### src/design/tmr_pkg.sv
// Shared constants and types for the temperature result register block
package tmr_pkg;

  // ----------------------------------------------------------------------
  // Register offsets
  // ----------------------------------------------------------------------
  localparam logic [7:0] TMR_REMOTE1_TEMP_VALUE = 8'h25;
  localparam logic [7:0] TMR_LOCAL_TEMP_VALUE = 8'h26;
  localparam logic [7:0] TMR_REMOTE2_TEMP_VALUE = 8'h27;
  localparam logic [7:0] TMR_REMOTE1_TEMP_LOW_LIMIT = 8'h4E;
  localparam logic [7:0] TMR_REMOTE1_TEMP_HIGH_LIMIT = 8'h4F;
  localparam logic [7:0] TMR_LOCAL_TEMP_LOW_LIMIT = 8'h50;
  localparam logic [7:0] TMR_LOCAL_TEMP_HIGH_LIMIT = 8'h51;
  localparam logic [7:0] TMR_REMOTE2_TEMP_LOW_LIMIT = 8'h52;
  localparam logic [7:0] TMR_REMOTE2_TEMP_HIGH_LIMIT = 8'h53;
  localparam logic [7:0] TMR_REMOTE1_TEMP_OFFSET = 8'h70;
  localparam logic [7:0] TMR_LOCAL_TEMP_OFFSET = 8'h71;
  localparam logic [7:0] TMR_REMOTE2_TEMP_OFFSET = 8'h72;
  localparam logic [7:0] TMR_TEMP_LOW_BITS = 8'h77;
  localparam logic [7:0] TMR_CONFIG5 = 8'h7C;

  // ----------------------------------------------------------------------
  // Field positions and reset values
  // ----------------------------------------------------------------------
  localparam int TMR_COMPAT_BIT = 1;
  localparam int TMR_REMOTE1_LOW_BITS_POS = 2;
  localparam int TMR_LOCAL_LOW_BITS_POS = 4;
  localparam int TMR_REMOTE2_LOW_BITS_POS = 6;
  localparam logic [7:0] TMR_VALUE_RST = 8'h01;
  localparam logic [7:0] TMR_LOW_BITS_RST = 8'h00;
  localparam logic [7:0] TMR_LOW_LIMIT_RST = 8'h01;
  localparam logic [7:0] TMR_HIGH_LIMIT_RST = 8'h7F;
  localparam logic [7:0] TMR_OFFSET_RST = 8'h00;
  localparam logic [7:0] TMR_CONFIG5_RST = 8'h00;

  // ----------------------------------------------------------------------
  // Encodings, in quarter degrees where 13 bits wide
  // ----------------------------------------------------------------------
  localparam logic signed [12:0] TMR_TWOS_MIN = 13'sh1E00;
  localparam logic signed [12:0] TMR_TWOS_MAX = 13'sh1FF;
  localparam logic signed [12:0] TMR_EXT_MIN = 13'sh1F00;
  localparam logic signed [12:0] TMR_EXT_MAX = 13'sh2FF;
  localparam logic signed [12:0] TMR_EXT_BIAS = 13'sh100;
  localparam logic [7:0] TMR_FAULT_TWOS = 8'h80;
  localparam logic [7:0] TMR_FAULT_EXT = 8'h00;
  localparam logic signed [7:0] TMR_LIMIT_FLOOR = 8'shC1;

  // ----------------------------------------------------------------------
  // Channels and freeze states
  // ----------------------------------------------------------------------
  typedef enum logic [1:0] {
    TMR_CH_REMOTE1 = 2'h0,
    TMR_CH_LOCAL = 2'h1,
    TMR_CH_REMOTE2 = 2'h2
  } tmr_chan_t;

  typedef enum logic [1:0] {
    TMR_LIVE = 2'b01,
    TMR_FROZEN = 2'b10
  } tmr_frz_t;

endpackage : tmr_pkg

### src/design/tmr_fmt_if.sv
// Carrier between the core and the result formatter
`timescale 1ns/100ps
interface tmr_fmt_if;
  logic signed [11:0] raw; // Raw measurement, quarter degrees, twos complement
  logic fault; // Diode fault seen on this measurement
  logic [7:0] offset; // Channel offset, half degree per count
  logic compat; // Twos complement storage selected
  logic [9:0] code; // Stored 10-bit result code
  modport fmt (input raw, input fault, input offset, input compat, output code);
  modport core (output raw, output fault, output offset, output compat, input code);
endinterface : tmr_fmt_if

### src/design/tmr_top.sv
// Temperature result, offset and limit registers for three channels
//
// Notes on behaviour
// - Results are 10 bits; two low bits separate
// - Extended range codes with offset of 64
// - Signed encoding is twos complement, -128 to 127
// - Per-channel signed offset added before storing
// - Offset is 8 bits, half degree per count
// - Offsets reset to zero
// - Compatibility bit selects twos complement storage
// - Compat limits below -63 clamp to -63
// - Fault code 0x80 compat, 0x00 extended
// - Three read-only result bytes reset 0x01
// - Low bits packed remote2, local, remote1
// - Each channel compared with own limits
// - Six limits, low 0x01, high 0x7F
// - Result bytes readable anytime; a read while frozen counts toward release
// - Low-bits read freezes results until all read
// - High is strictly greater, low less-or-equal
`timescale 1ns/100ps
module tmr_top
  import tmr_pkg::*;
(
  input wire logic core_clk, // System clock, 20 MHz
  input wire logic rst_n, // Synchronous reset, active low
  input wire logic [7:0] reg_addr, // Register offset
  input wire logic reg_wr, // Write strobe, one cycle
  input wire logic [7:0] reg_wdata, // Write data
  input wire logic reg_rd, // Read strobe, one cycle
  output logic [7:0] reg_rdata, // Read data, valid the cycle after reg_rd
  input wire logic meas_valid, // New measurement, one cycle
  input wire logic [1:0] meas_chan, // Channel of the measurement
  input wire logic signed [11:0] meas_temp, // Raw temperature, quarter degrees
  input wire logic meas_fault, // Diode fault on this measurement
  output logic [2:0] temp_high_status, // Result above high limit, per channel
  output logic [2:0] temp_low_status, // Result at or below low limit, per channel
  output logic alert_req, // Any channel out of limits
  output logic result_frozen, // Result registers held for a 10-bit read
  output logic compat_mode // Twos complement storage active
);

  // ----------------------------------------------------------------------
  // State
  // ----------------------------------------------------------------------
  localparam int NCH = 3; // Number of temperature channels

  typedef struct packed {
    tmr_frz_t frz; // Freeze machine
    logic [NCH-1:0] pend; // Result bytes still to be read while frozen
    logic [NCH-1:0][9:0] shadow; // Latest formatted result per channel
    logic [NCH-1:0][7:0] value; // Host-visible result bytes
    logic [7:0] low_bits; // Host-visible low-bits register
    logic [NCH-1:0][7:0] low_lim; // Low limits
    logic [NCH-1:0][7:0] high_lim; // High limits
    logic [NCH-1:0][7:0] offset; // Offset registers
    logic [7:0] cfg5; // Configuration register five
    logic [7:0] rdata; // Read data holding register
    logic [NCH-1:0] hi_st; // High status
    logic [NCH-1:0] lo_st; // Low status
  } tmr_state_t;

  tmr_state_t st; // Registered state
  tmr_state_t next_st; // Next state

  // ----------------------------------------------------------------------
  // Address decode helpers
  // ----------------------------------------------------------------------
  // Result byte offset to channel index; hit flag in bit 2
  function automatic logic [2:0] value_sel(input logic [7:0] a);
    value_sel = 3'h0;
    if (a == TMR_REMOTE1_TEMP_VALUE) value_sel = 3'h4;
    else if (a == TMR_LOCAL_TEMP_VALUE) value_sel = 3'h5;
    else if (a == TMR_REMOTE2_TEMP_VALUE) value_sel = 3'h6;
  endfunction : value_sel

  // Limit offset to {hit, is_high, channel}
  function automatic logic [3:0] limit_sel(input logic [7:0] a);
    limit_sel = 4'h0;
    if (a == TMR_REMOTE1_TEMP_LOW_LIMIT) limit_sel = 4'h8;
    else if (a == TMR_REMOTE1_TEMP_HIGH_LIMIT) limit_sel = 4'hC;
    else if (a == TMR_LOCAL_TEMP_LOW_LIMIT) limit_sel = 4'h9;
    else if (a == TMR_LOCAL_TEMP_HIGH_LIMIT) limit_sel = 4'hD;
    else if (a == TMR_REMOTE2_TEMP_LOW_LIMIT) limit_sel = 4'hA;
    else if (a == TMR_REMOTE2_TEMP_HIGH_LIMIT) limit_sel = 4'hE;
  endfunction : limit_sel

  // Offset register address to {hit, channel}
  function automatic logic [2:0] offset_sel(input logic [7:0] a);
    offset_sel = 3'h0;
    if (a == TMR_REMOTE1_TEMP_OFFSET) offset_sel = 3'h4;
    else if (a == TMR_LOCAL_TEMP_OFFSET) offset_sel = 3'h5;
    else if (a == TMR_REMOTE2_TEMP_OFFSET) offset_sel = 3'h6;
  endfunction : offset_sel

  // ----------------------------------------------------------------------
  // Formatter: one shared instance, since the converter delivers one
  // channel at a time
  // ----------------------------------------------------------------------
  tmr_fmt_if fbus ();
  logic chan_ok; // Measurement channel is one of the three
  logic [1:0] chan_idx; // Safe index into per-channel arrays
  logic compat; // Compatibility bit

  assign compat = st.cfg5[TMR_COMPAT_BIT];
  assign chan_ok = (meas_chan == TMR_CH_REMOTE1) || (meas_chan == TMR_CH_LOCAL) ||
                   (meas_chan == TMR_CH_REMOTE2);
  assign chan_idx = chan_ok ? meas_chan : 2'h0;
  assign fbus.raw = meas_temp;
  assign fbus.fault = meas_fault;
  assign fbus.offset = st.offset[chan_idx];
  assign fbus.compat = compat;

  tmr_fmt u_fmt (
    .f (fbus.fmt)
  );

  // ----------------------------------------------------------------------
  // Limit comparators, one per channel, on the latest stored result
  // ----------------------------------------------------------------------
  logic [NCH-1:0] above; // Result above high limit
  logic [NCH-1:0] below; // Result at or below low limit

  genvar gi;
  generate
    for (gi = 0; gi < NCH; gi++) begin : g_cmp
      tmr_cmp u_cmp (
        .value (st.shadow[gi][9:2]),
        .low_limit (st.low_lim[gi]),
        .high_limit (st.high_lim[gi]),
        .compat (compat),
        .above (above[gi]),
        .below (below[gi])
      );
    end
  endgenerate

  // ----------------------------------------------------------------------
  // Next-state logic
  // ----------------------------------------------------------------------
  logic [2:0] rd_val; // Read decode of result bytes
  logic [3:0] wr_lim; // Write decode of limits
  logic [2:0] wr_off; // Write decode of offsets
  logic [7:0] lim_wdata; // Limit write data after clamping
  logic [NCH-1:0] pend_left; // Pending set after this cycle's read
  logic [7:0] live_low_bits; // Low bits built from the shadow copies

  always_comb begin
    next_st = st;
    rd_val = value_sel(reg_addr);
    wr_lim = limit_sel(reg_addr);
    wr_off = offset_sel(reg_addr);
    pend_left = st.pend;
    lim_wdata = reg_wdata;

    // Pack the low-order pairs of all three channels
    live_low_bits = TMR_LOW_BITS_RST;
    live_low_bits[TMR_REMOTE1_LOW_BITS_POS +: 2] = st.shadow[TMR_CH_REMOTE1][1:0];
    live_low_bits[TMR_LOCAL_LOW_BITS_POS +: 2] = st.shadow[TMR_CH_LOCAL][1:0];
    live_low_bits[TMR_REMOTE2_LOW_BITS_POS +: 2] = st.shadow[TMR_CH_REMOTE2][1:0];

    // New measurement always lands in the shadow, frozen or not, so
    // nothing is lost; only the host view is held
    if (meas_valid && chan_ok) begin
      next_st.shadow[chan_idx] = fbus.code;
    end

    // Status follows the latest stored result of each channel
    next_st.hi_st = above;
    next_st.lo_st = below;

    // Register writes; read-only and unmapped offsets ignore writes
    if (reg_wr) begin
      // In compatibility mode limits below -63 are raised to -63
      if (compat && ($signed(reg_wdata) < TMR_LIMIT_FLOOR)) begin
        lim_wdata = TMR_LIMIT_FLOOR;
      end
      if (wr_lim[3]) begin
        // Limit write
        if (wr_lim[2]) next_st.high_lim[wr_lim[1:0]] = lim_wdata;
        else next_st.low_lim[wr_lim[1:0]] = lim_wdata;
      end else if (wr_off[2]) begin
        // Offset write
        next_st.offset[wr_off[1:0]] = reg_wdata;
      end else if (reg_addr == TMR_CONFIG5) begin
        // Only the compatibility bit is implemented here
        next_st.cfg5 = TMR_CONFIG5_RST;
        next_st.cfg5[TMR_COMPAT_BIT] = reg_wdata[TMR_COMPAT_BIT];
      end
    end

    // Register reads; data registered for the next cycle
    next_st.rdata = 8'h00;
    if (reg_rd) begin
      if (rd_val[2]) begin
        // Result bytes read freely; only a frozen read has an effect
        next_st.rdata = st.value[rd_val[1:0]];
        pend_left[rd_val[1:0]] = 1'b0;
      end else if (wr_lim[3]) begin
        next_st.rdata = wr_lim[2] ? st.high_lim[wr_lim[1:0]] : st.low_lim[wr_lim[1:0]];
      end else if (wr_off[2]) begin
        next_st.rdata = st.offset[wr_off[1:0]];
      end else if (reg_addr == TMR_TEMP_LOW_BITS) begin
        next_st.rdata = st.low_bits;
      end else if (reg_addr == TMR_CONFIG5) begin
        next_st.rdata = st.cfg5;
      end
    end

    // Freeze machine
    unique case (st.frz)
      TMR_LIVE: begin
        // Host view tracks the shadow copies
        for (int i = 0; i < NCH; i++) begin
          next_st.value[i] = st.shadow[i][9:2];
        end
        next_st.low_bits = live_low_bits;
        next_st.pend = '0;
        if (reg_rd && (reg_addr == TMR_TEMP_LOW_BITS)) begin
          // Low bits taken: hold every result byte until each is read
          next_st.frz = TMR_FROZEN;
          next_st.pend = '1;
          next_st.value = st.value;
          next_st.low_bits = st.low_bits;
        end
      end
      TMR_FROZEN: begin
        // Host view held; shadow keeps collecting
        if (reg_rd && (reg_addr == TMR_TEMP_LOW_BITS)) begin
          // A repeated low-bits read starts the set over
          next_st.pend = '1;
        end else if (pend_left == '0) begin
          next_st.frz = TMR_LIVE;
          next_st.pend = '0;
        end else begin
          next_st.pend = pend_left;
        end
      end
      default: begin
        // Illegal code: recover to live tracking
        next_st.frz = TMR_LIVE;
        next_st.pend = '0;
      end
    endcase
  end

  // ----------------------------------------------------------------------
  // State register with synchronous reset
  // ----------------------------------------------------------------------
  always_ff @(posedge core_clk) begin
    if (!rst_n) begin
      st.frz <= TMR_LIVE;
      st.pend <= '0;
      for (int i = 0; i < NCH; i++) begin
        // Shadow starts at the reset result so the host view matches
        st.shadow[i] <= {TMR_VALUE_RST, 2'b00};
        st.value[i] <= TMR_VALUE_RST;
        st.low_lim[i] <= TMR_LOW_LIMIT_RST;
        st.high_lim[i] <= TMR_HIGH_LIMIT_RST;
        st.offset[i] <= TMR_OFFSET_RST;
      end
      st.low_bits <= TMR_LOW_BITS_RST;
      st.cfg5 <= TMR_CONFIG5_RST;
      st.rdata <= 8'h00;
      st.hi_st <= '0;
      st.lo_st <= '0;
    end else begin
      st <= next_st;
    end
  end

  // ----------------------------------------------------------------------
  // Outputs, all from flip-flops
  // ----------------------------------------------------------------------
  assign reg_rdata = st.rdata;
  assign temp_high_status = st.hi_st;
  assign temp_low_status = st.lo_st;
  // Level request toward the alert logic outside this block
  assign alert_req = |{st.hi_st, st.lo_st};
  assign result_frozen = (st.frz == TMR_FROZEN);
  assign compat_mode = compat;

endmodule : tmr_top

### src/design/tmr_fmt.sv
// Offset correction, saturation and encoding of one measurement
`timescale 1ns/100ps
module tmr_fmt
  import tmr_pkg::*;
(
  tmr_fmt_if.fmt f
);
  // ----------------------------------------------------------------------
  // Correct, clamp, encode
  // ----------------------------------------------------------------------
  logic signed [12:0] sum; // Corrected value, quarter degrees
  logic signed [12:0] sat; // Saturated value
  logic signed [12:0] biased; // Offset-64 view of the saturated value

  always_comb begin
    // Offset count is half a degree, i.e. two quarter steps
    sum = {f.raw[11], f.raw} + {{4{f.offset[7]}}, f.offset, 1'b0};
    sat = sum;
    if (f.compat) begin
      // Clamp into -128 .. +127.75 rather than wrap
      if (sum < TMR_TWOS_MIN) sat = TMR_TWOS_MIN;
      else if (sum > TMR_TWOS_MAX) sat = TMR_TWOS_MAX;
    end else begin
      // Clamp into -64 .. +191.75
      if (sum < TMR_EXT_MIN) sat = TMR_EXT_MIN;
      else if (sum > TMR_EXT_MAX) sat = TMR_EXT_MAX;
    end
    biased = sat + TMR_EXT_BIAS;
    if (f.fault) begin
      // Fault code depends on the active encoding
      f.code = {(f.compat ? TMR_FAULT_TWOS : TMR_FAULT_EXT), 2'b00};
    end else if (f.compat) begin
      f.code = sat[9:0];
    end else begin
      f.code = biased[9:0];
    end
  end
endmodule : tmr_fmt

### src/design/tmr_cmp.sv
// Window comparison of one result against its limits
`timescale 1ns/100ps
module tmr_cmp (
  input wire logic [7:0] value,
  input wire logic [7:0] low_limit,
  input wire logic [7:0] high_limit,
  input wire logic compat,
  output logic above,
  output logic below
);
  // ----------------------------------------------------------------------
  // Flip the sign bit in signed mode so one unsigned compare serves both
  // ----------------------------------------------------------------------
  logic [7:0] v_key; // Ordered key of the result
  logic [7:0] l_key; // Ordered key of the low limit
  logic [7:0] h_key; // Ordered key of the high limit

  always_comb begin
    v_key = {value[7] ^ compat, value[6:0]};
    l_key = {low_limit[7] ^ compat, low_limit[6:0]};
    h_key = {high_limit[7] ^ compat, high_limit[6:0]};
    above = v_key > h_key;
    below = v_key <= l_key;
  end
endmodule : tmr_cmp

### config.mk
export PLATFORM = sky130hd
export DESIGN_NAME = tmr_top
export DESIGN_NICKNAME = d
export VERILOG_FILES = /design/src/design/tmr_pkg.sv /design/src/design/tmr_fmt_if.sv /design/src/design/tmr_top.sv /design/src/design/tmr_fmt.sv /design/src/design/tmr_cmp.sv
export SDC_FILE = /design/constraint.sdc
export NUM_CORES = 1
export LEC_CHECK = 0
export BUFFER_PORTS_ARGS = -buffer_cell sky130_fd_sc_hd__buf_2
export CAP_MARGIN = 0
export CORE_ASPECT_RATIO = 0.8
export CORE_MARGIN = 2
export CORE_UTILIZATION = 51
export CTS_BUF_LIST = sky130_fd_sc_hd__clkbuf_16
export CTS_CLUSTER_DIAMETER = 80
export DETAILED_ROUTE_END_ITERATION = 10
export HOLD_SLACK_MARGIN = 0.08
export PLACE_DENSITY = 0.71
export SETUP_SLACK_MARGIN = 0.05
export SYNTH_ARGS = -nofsm -noshare
export SYNTH_HDL_FRONTEND = slang
export SYNTH_HIERARCHICAL = 1
export SYNTH_SLANG_ARGS = --single-unit
### constraint.sdc
create_clock -name core_clk -period 10.55 [get_ports core_clk]
set_input_delay 1.055 -clock core_clk [delete_from_list [all_inputs] [get_ports core_clk]]
set_output_delay 1.055 -clock core_clk [all_outputs]
set_load 0.01 [all_outputs]
# After elaboration in Yosys (flattened, before gate mapping)
# Index checks and enable logic that the tools add are counted.
# word_totals
romBits,0
latch_bits,0
ramBits,0
output_inout_bits,17
memories,0
ff_bits,152
# op_classes
n_shift,0
addsub,2
n_eq_ne,21
bitwise,15
n_reduce_logical,19
div,0
mul,0
n_mux,59
n_lt_le_gt_ge,19
# op_table
op,count
2-to-1 mux 8 bit,15
equality test 8 x 7 -> 1 bit (second input constant),11
binary-select mux 8 bit (select 2 bit),5
2-to-1 mux 10 bit,8
bitwise mux 24 bit,3
demux 8 bit (select 2 bit),2
bitwise mux 30 bit,1
2-to-1 mux 3 bit,10
equality test 8 x 6 -> 1 bit (second input constant),3
> comparator 8 bit,3
less-or-equal comparator 8 bit,3
2-to-1 mux 4 bit,6
demux 10 bit (select 2 bit),1
adder 12 x 9 -> 13 bit,1
> comparator 13 x 10 -> 1 bit (second input constant),1
> comparator 13 x 11 -> 1 bit (second input constant),1
less-than comparator 13 x 10 -> 1 bit (second input constant),1
less-than comparator 13 x 9 -> 1 bit (second input constant),1
less-than comparator 2 x 3 -> 1 bit (second input constant),4
AND reduction 3 bit,4
adder 10 bit (second input constant),1
one-hot mux 5 bit (2 select lines),1
bitwise XOR 1 bit,9
greater-or-equal comparator 2 x 1 -> 1 bit (second input constant),4
other kinds (19),36

# Depth between registers and ports, before layout
# Gate-level depths: netlist of the first run.
# logic_depth
depth_word,16
depth_mapped,20
ltp_nobuf,18

# Hierarchy
# The synthesis of the first run kept the hierarchy.
# by_module_without_submodules
module,area_per_inst_um2,instances,seq_area_each_um2,cells_per_inst
tmr_top,7100.6,1,3042.9,801
tmr_cmp,416.6,3,0.0,54
tmr_fmt,747.0,1,0.0,106

# Least setup slack after synthesis of the first run
# OpenSTA, ideal clock, no wires.
# synth_timing
kind,in2reg
start,input meas_chan[1]
end,register st[129] (netlist name)
arrival_time_ns,4.368
setup_ns,0.122
n_path_buf,2
slack_ns,6.060
path_stages,20
required_ns,10.428
path_cell_list,inv_1 > ha_1 > clkbuf_1 > nor2b_1 > clkbuf_1 > nand2_1 > o21ai_0 > ha_1 > inv_1 > fa_1 > nor2b_4 > o31a_1 > o31a_1 > or3_4 > a2111oi_4 > o21ai_2 > and2_4 > o21a_1 > nand3_1 > a21boi_0
# synth_between
elab_chain_cells,15
word_cells_on_any_way,28
cone_classes,add/sub (2); order compare (6); eq/ne (2); mux (13); reduce/logical (5)
# synth_rtl
item,line,source
from (decl),tmr_top.sv:32,"input wire logic [1:0] meas_chan,"
equality test 2 x 1 -> 1 bit / logical NOT 2 bit (equally long branches),tmr_top.sv:105,assign chan_ok = (meas_chan == TMR_CH_REMOTE1) || (meas_chan == TMR_CH_LOCAL) ||
logical OR 1 bit (2 in series),tmr_top.sv:105,
2-to-1 mux 2 bit *,tmr_top.sv:107,assign chan_idx = chan_ok ? meas_chan : 2'h0;
binary-select mux 8 bit (select 2 bit) *,tmr_top.sv:110,assign fbus.offset = st.offset[chan_idx];
2-to-1 mux 8 bit (implied by the code) *,tmr_top.sv:110,
named net fbus.offset[0],tmr_fmt_if.sv:6,logic [7:0] offset;
adder 12 x 9 -> 13 bit *,tmr_fmt.sv:17,"sum = {f.raw[11], f.raw} + {{4{f.offset[7]}}, f.offset, 1'b0};"
> comparator 13 x 11 -> 1 bit / > comparator 13 x 10 -> 1 bit (equally long branches),"tmr_fmt.sv:26, tmr_fmt.sv:22",
"2-to-1 mux 10 bit, on equally long branches","tmr_fmt.sv:26, tmr_fmt.sv:22",
"2-to-1 mux 10 bit, on equally long branches","tmr_fmt.sv:25, tmr_fmt.sv:21",
2-to-1 mux 10 bit *,tmr_fmt.sv:19,if (f.compat) begin
adder 10 bit,tmr_fmt.sv:28,biased = sat + TMR_EXT_BIAS;
2-to-1 mux 10 bit *,tmr_fmt.sv:32,end else if (f.compat) begin
2-to-1 mux 10 bit *,tmr_fmt.sv:29,if (f.fault) begin
named net fbus.code[3],tmr_fmt_if.sv:8,logic [9:0] code;
bitwise mux 30 bit *,tmr_top.sv:164,next_st.shadow[chan_idx] = fbus.code;
# Mark *: on every way through the listed nets, which the timed path passes. The rest lies on a longest branch. The select of a mux whose other input is x is not followed.
# A chain may end at the register's enable or synchronous reset.

# Worst setup path after layout of the first run
# layout_timing
start,input meas_chan[0]
end,register st[153] (netlist name)
# layout_between
elab_chain_cells,15
word_cells_on_any_way,28
cone_classes,add/sub (2); order compare (6); eq/ne (2); mux (13); reduce/logical (5)
# layout_rtl
item,line
equality test 2 x 1 -> 1 bit / logical NOT 2 bit (equally long branches),tmr_top.sv:105
logical OR 1 bit (2 in series),tmr_top.sv:105
2-to-1 mux 2 bit *,tmr_top.sv:107
binary-select mux 8 bit (select 2 bit) *,tmr_top.sv:110
2-to-1 mux 8 bit (implied by the code) *,tmr_top.sv:110
named net fbus.offset[1],tmr_fmt_if.sv:6
adder 12 x 9 -> 13 bit *,tmr_fmt.sv:17
> comparator 13 x 11 -> 1 bit / > comparator 13 x 10 -> 1 bit (equally long branches),"tmr_fmt.sv:26, tmr_fmt.sv:22"
"2-to-1 mux 10 bit, on equally long branches","tmr_fmt.sv:26, tmr_fmt.sv:22"
"2-to-1 mux 10 bit, on equally long branches","tmr_fmt.sv:25, tmr_fmt.sv:21"
2-to-1 mux 10 bit *,tmr_fmt.sv:19
adder 10 bit,tmr_fmt.sv:28
2-to-1 mux 10 bit *,tmr_fmt.sv:32
2-to-1 mux 10 bit *,tmr_fmt.sv:29
named net fbus.code[7],tmr_fmt_if.sv:8
bitwise mux 30 bit *,tmr_top.sv:164
# Marks and branches as above.

==> summary.txt, run 1 <==
Outcome: finished clean
H-tree levels: 4
Vias in the first global route: 7101
Final Util: 57.1%
Placed insts: 1285
Drt via density: 5.92
Yosys reg bits: 152
Post-CTS Setup Inserts: 0
Nets: 1181
Setup TNS: 0 ns
Hold Buf Count CTS: 0
Area Overhead vs Synth: 8.98%
Root Buffer: clkbuf_16
Max-Cap Viols: 0
Mapped Area: 9100 sq um
Leakage: 4.30 nW
Post-synth EDFFs: 0
Peak Freq: 209 MHz
Worst IR Drop VDD: 0.000127 V
Ys async rst share: 0%
Grt total ovfl: 0
Cts repair resizes: 0
CTS tree: done
Hold Path Class: reg2reg
Worst Tran Pin Value: 1.11 ns
P_int: 0.997 mW
Seq/Total Area, Yosys: 33.4%
Die ar.: 18900 sq um
Num ports: 53
Synth unique cells: 75
CORE AREA: 17400 sq um
Tcrit/Tclk final: 45.4%
Sequential Power Share: 42.8%
Clock slew at reported path FFs: 0.06 ns
DRC Markers: 0
Tot Pwr: 1.40 mW
Max Root-Sink Buffers: 2
Worst Skew: 0.0123 ns
Die height: 123 um
Row Count: 43
First-pass GRT wire length: 39700 um
Port bufs: 52
Drt first pass iters: 5
HPWL Detailed: 18400 um
Hold WS: 0.462 ns
Avg Inst Size Synth: 8.51 sq um
CP arrival: 5.14 ns
NetSw: 0.407 mW
Final Max Tran Viols: 0
Ant. Diodes: 0
ANT nets after route: 0
Post-Route WL: 25300 um
Minimum clock period: 4.79 ns
Critical Path Fanout Max: 20
Critical path launch point type: primary input
First DRT Iteration DRCs: 826
Post-place instance area: 9350 sq um
P per Cell Area: 142 nW/um^2
Crit end category: register
DR WL/cell: 19.2 um
Fin. Hold Viols: 0
Layout cells sized above 1: 13.5%
Clk sinks: 152
Vias: 7799
Die width: 153 um
RD Place Congestion: 0.957
Non-filler cells, final: 1317
Clock buffer count from CTS: 17
Setup Crit Path Kind: in2reg
Fill cell count: 1580
Clk_lat worst skew: 0.44 ns
Ys Warns: 6
Final-report setup violation count: 0
Net Count, Synth: 1171
Clock group share of total power: 42.1%
Logic pwr share: 15.2%
GRT Total Usage: 27.0%
Pin count of the biggest net entering global routing: 99
Post-route cell area: 9910 sq um
Sw frac: 29.0%
RSZ-0062 raised after global routing: false
Worst endpoint required time: 10.90 ns
Antenna violations before repair: 0
Cells after Synth: 1069
Fin worst setup slack: 5.76 ns
Relative slew slack: 25.2%
Top_reg_cell synth: dfxtp_1
Pre-CTS setup slack: 5.37 ns
Starting density of the core: 52.4%
[cells by family after synthesis]
logic type	share of synthesized area, %
flip-flops	33.4
AO/OA/AOI/OAI	20.2
multiplexers	9.04
AND/OR/NAND/NOR	21.0
buffers and inverters	5.94
adder cells (fa/ha/maj)	9.16
XOR/XNOR	1.25
[cells in the final DEF, fill, tap and decap left out, types with 6 or more instances in the layout]
cell type / instances
o21a_1: 9
o21ai_0: 53
buf_2: 51
xnor2_1: 8
a31oi_1: 6
a21boi_0: 62
clkinv_2: 6
and2_1: 24
mux2i_1: 54
inv_1: 53
nor2b_1: 38
nand3_1: 44
or2_2: 6
a21oi_1: 42
ha_1: 65
nor2_1: 23
buf_4: 8
a22oi_1: 8
mux2_2: 17
o22ai_1: 12
nand2_1: 177
nand4_1: 16
dfxtp_1: 152
clkbuf_16: 17
o211ai_1: 30
[power groups by stage]
stage / sequential, mW / combinational, mW / clock [mW]
after floorplan: 0.609 / 0.157 / 0
after global placement: 0.612 / 0.207 / 0
after detailed placement: 0.613 / 0.209 / 0
after CTS: 0.600 / 0.210 / 0.595
after global routing: 0.601 / 0.233 / 0.617
final: 0.600 / 0.213 / 0.591
[cell usage after synthesis, types with 5 or more instances]
master     instances  share of area [%]
buf_4             15                1.2
o21ai_0           53                2.9
nand3_1           44                2.4
o21a_1             9               0.74
nand4_1           16                1.1
a21boi_0          62                5.1
o22ai_1           12               0.83
dfxtp_1          152                 33
buf_2             18               0.99
a22oi_1            8               0.66
xnor2_1            8               0.77
a31oi_1            6               0.41
nor3_1             5               0.28
a21oi_1           42                2.3
nor2b_1           39                2.7
ha_1              65                8.9
mux2i_1           54                5.9
mux2_2            17                2.1
and2_1            24                1.7
xor2_1             5               0.48
nand2_1          177                7.3
clkbuf_1          33                1.4
nor2_1            23               0.95
o2bb2ai_1          5               0.48
inv_1             52                2.1
o211ai_1          30                2.5
or2_2              6               0.41
[state kept, by name, indices dropped and copies added, names as in the netlist]
signal,cells
live_low_bits,6
temp_high_status,3
st,131
compat_mode,1
temp_low_status,3
reg_rdata,8
[cell type report]
| cell class | count | area [sq um] | area share, % |
|---|---|---|---|
| tap | 225 | 282 | 2.84 |
| inverter | 52 | 195 | 1.97 |
| clock buffer | 17 | 425 | 4.29 |
| multi-input combinational | 797 | 5520 | 55.6 |
| timing repair buffer | 59 | 315 | 3.18 |
| clock inverter | 15 | 138 | 1.39 |
| sequential | 152 | 3040 | 30.7 |
[path summary, 6_finish.rpt]
| path | startpoint | endpoint | slack (ns) | cells past startpoint |
|---|---|---|---|---|
| worst max-delay path | meas_chan[0] | st[153]$_SDFFE_PN0P_ | 5.76 | 17 |
| worst min-delay path | st[125]$_SDFFE_PN0P_ | st[125]$_SDFFE_PN0P_ | 0.46 | 2 |
| worst max register to register | st[29]$_SDFFE_PN0P_ | st[153]$_SDFFE_PN0P_ | 7.12 | 12 |
| worst min register to register | st[125]$_SDFFE_PN0P_ | st[125]$_SDFFE_PN0P_ | 0.46 | 2 |
[worst max-delay path, stage by stage]
cell and delay, ns:
buf_2 0.12, inv_1 0.05, ha_1 0.59, nor2b_1 0.48, nand2_1 0.09, o21ai_0 0.11, ha_1 0.29, a211oi_1 0.33
o21ai_1 0.19, a211o_1 0.34, a21oi_2 0.24, o31ai_1 0.14, or3_4 0.41, a21oi_4 0.20, o21a_1 0.22, nand3_1 0.08
a21boi_0 0.19
[per-layer routing]
| layer | vias to the layer above | wire length, um | track usage (%) | share of wire [%] |
|---|---|---|---|---|
| met3 | 41 | 2090 | 5.64 | 8.3 |
| met4 | 0 | 498 | 7.93 | 2.0 |
| met1 | 3677 | 12100 | 39.9 | 48 |
| met5 | - | 0 | 0 | 0 |
| li1 | 3778 | - | - | - |
| met2 | 303 | 10500 | 39.6 | 42 |
Power figures use the tool's default switching activity.
==> inputs of run 2 (changes only) <==
clock period = 4.9 ns   (was 10.55 ns; I/O delays follow)
==> run 2 against run 1 <==
  * Register-to-register slack lost 5.7 ns
  * Clock-buffer cell count stayed put
  * Worst hold slack lost 0.060 ns
  * Worst setup slack got worse by 5.0 ns
  * Clock power rose by 120%
  * Non-clock buffer count is the same
  * First-iteration DRC count shrank 13%
  * Routed wire length decreased by 0.55%
  * Sequential cell count stayed put
  * Critical endpoint is now st[133]$_SDFFE_PN0P_
==> summary.txt, run 2 (synthesized netlist as in run 1, its figures left out) <==
R2R Path End: st[133]$_SDFFE_PN0P_
P_int: 2.15 mW
Critical path launch point type: primary input
CP arrival: 4.48 ns
Hold Buf Count CTS: 0
Num ports: 53
Logic pwr share: 14.7%
Worst reg2reg path depth: 13
Starting density of the core: 52.4%
Post-CTS Setup Inserts: 0
Crit path from: meas_chan[1]
Placed insts: 1285
RD Place Congestion: 0.941
Hold Path Class: in2reg
Row Count: 43
DR WL/cell: 19.1 um
Die ar.: 18900 sq um
Most flops, register: st
Vias in the first global route: 7057
Outcome: finished clean
Fin worst setup slack: 0.773 ns
Commonest non-fill, non-tap cell in the layout: nand2_1
H-tree levels: 4
Worst r2r src: st[23]$_SDFFE_PN0P_
Met3 wire len: 2040 um
Area Overhead vs Synth: 9.13%
CTS tree: done
Cts repair resizes: 0
Non-filler cells, final: 1317
CP endpoint: st[133]$_SDFFE_PN0P_
Commonest non-fill, non-tap cells in the layout: 177 x nand2_1, 152 x dfxtp_1, 65 x ha_1
Largest register FFs: 131
Ant. Diodes: 0
DRC Markers: 0
RSZ-0062 raised after global routing: false
CORE AREA: 17400 sq um
Setup Crit Path Kind: in2reg
Worst IR Drop VDD: 0.000221 V
Sw frac: 29.0%
Worst endpoint required time: 5.25 ns
Fin. Hold Viols: 0
First DRT Iteration DRCs: 716
Layout cells sized above 1: 13.6%
Post-Route WL: 25100 um
Port bufs: 52
R2R setup slack: 1.41 ns
Minimum clock period: 4.13 ns
Setup TNS: 0 ns
Worst Tran Pin Value: 1.19 ns
Routed wl met2: 10600 um
Drt first pass iters: 7
Relative slew slack: 21.0%
Root Buffer: clkbuf_16
HPWL Detailed: 18700 um
Max Root-Sink Buffers: 2
Leakage: 4.31 nW
Clk_lat worst skew: 0.43 ns
Drt via density: 5.86
Pin count of the biggest net entering global routing: 105
Pre-CTS setup slack: 0.460 ns
Crit end category: register
Nets: 1181
Vias: 7717
M1 WL: 12000 um
Worst Skew: 0.0131 ns
Clock group share of total power: 42.5%
Max-Cap Viols: 0
Clk sinks: 152
Highest routing layer actually used: met4
Sequential Power Share: 42.7%
NetSw: 0.877 mW
Clock buffer count from CTS: 17
ANT nets after route: 0
Die width: 153 um
GRT Total Usage: 26.9%
Grt total ovfl: 0
Clock slew at reported path FFs: 0.06 ns
Final Max Tran Viols: 0
Peak Freq: 242 MHz
Critical Path Fanout Max: 9
P per Cell Area: 305 nW/um^2
Final-report setup violation count: 0
Die height: 123 um
First-pass GRT wire length: 39400 um
Tcrit/Tclk final: 84.2%
Antenna violations before repair: 0
run 2: worst min path at each step:
stage / startpoint / endpoint / slack [ns] / depth (start not counted)
6_report: reg_wdata[3] / st[41]$_SDFFE_PN0P_ / 0.40 / 3
5_1_grt: reg_wdata[5] / st[35]$_SDFFE_PN0P_ / 0.41 / 3
4_1_cts: reg_wdata[0] / st[22]$_SDFFE_PN0P_ / 0.39 / 3
3_5_place_dp: st[102]$_SDFFE_PN1P_ / st[102]$_SDFFE_PN1P_ / 0.46 / 2
3_3_place_gp: st[102]$_SDFFE_PN1P_ / st[102]$_SDFFE_PN1P_ / 0.45 / 2
2_1_floorplan: st[110]$_SDFFE_PN1P_ / st[110]$_SDFFE_PN1P_ / 0.44 / 2
run 2: power groups by stage:
| stage | logic [mW] | registers [mW] | clock network [mW] |
|---|---|---|---|
| 2_1_floorplan | 0.337 | 1.31 | 0 |
| 3_3_place_gp | 0.437 | 1.32 | 0 |
| 3_5_place_dp | 0.437 | 1.32 | 0 |
| 4_1_cts | 0.441 | 1.29 | 1.31 |
| 5_1_grt | 0.487 | 1.30 | 1.35 |
| 6_report | 0.446 | 1.29 | 1.29 |
run 2: per-layer routing:
| metal | vias up | track usage [%] |
|---|---|---|
| met2 | 297 | 39.9 |
| met5 | - | 0 |
| met3 | 27 | 6.38 |
| li1 | 3798 | - |
| met1 | 3595 | 39.4 |
| met4 | 0 | 6.83 |
run 2: area by class of cell:
type                    instances  area (sq um)
well taps                     225           282
inverters                      52           195
fillers                      1600          7450
flip-flops and latches        152          3040
clock buffers                  17           425
multi-input cells             797          5520
clock inverters                15           151
repair buffers                 59           315
run 2: critical path, stage by stage:
cell and delay, ns:
buf_2 0.11, inv_1 0.06, ha_1 0.39, nor2b_1 0.49, nand2_1 0.10, o21ai_0 0.14
ha_1 0.30, a211oi_1 0.34, o21ai_1 0.17, a211o_1 0.34, a21oi_2 0.25, o31ai_1 0.17
or3_4 0.41, a21oi_4 0.22, o21a_1 0.21, nand3_1 0.09, a21boi_0 0.18
run 2: metrics by stage:
step / power, mW / utilization, % / cell area (sq um) / hold slack, ns
floorplan: 1.65 / - / 9100 / 0.440
global placement: 1.76 / 53.8 / 9350 / 0.451
detailed placement: 1.76 / 53.8 / 9350 / 0.457
CTS: 3.04 / 57.1 / 9930 / 0.389
global route: 3.14 / 57.1 / 9930 / 0.409
finish: 3.03 / 57.1 / 9930 / 0.402
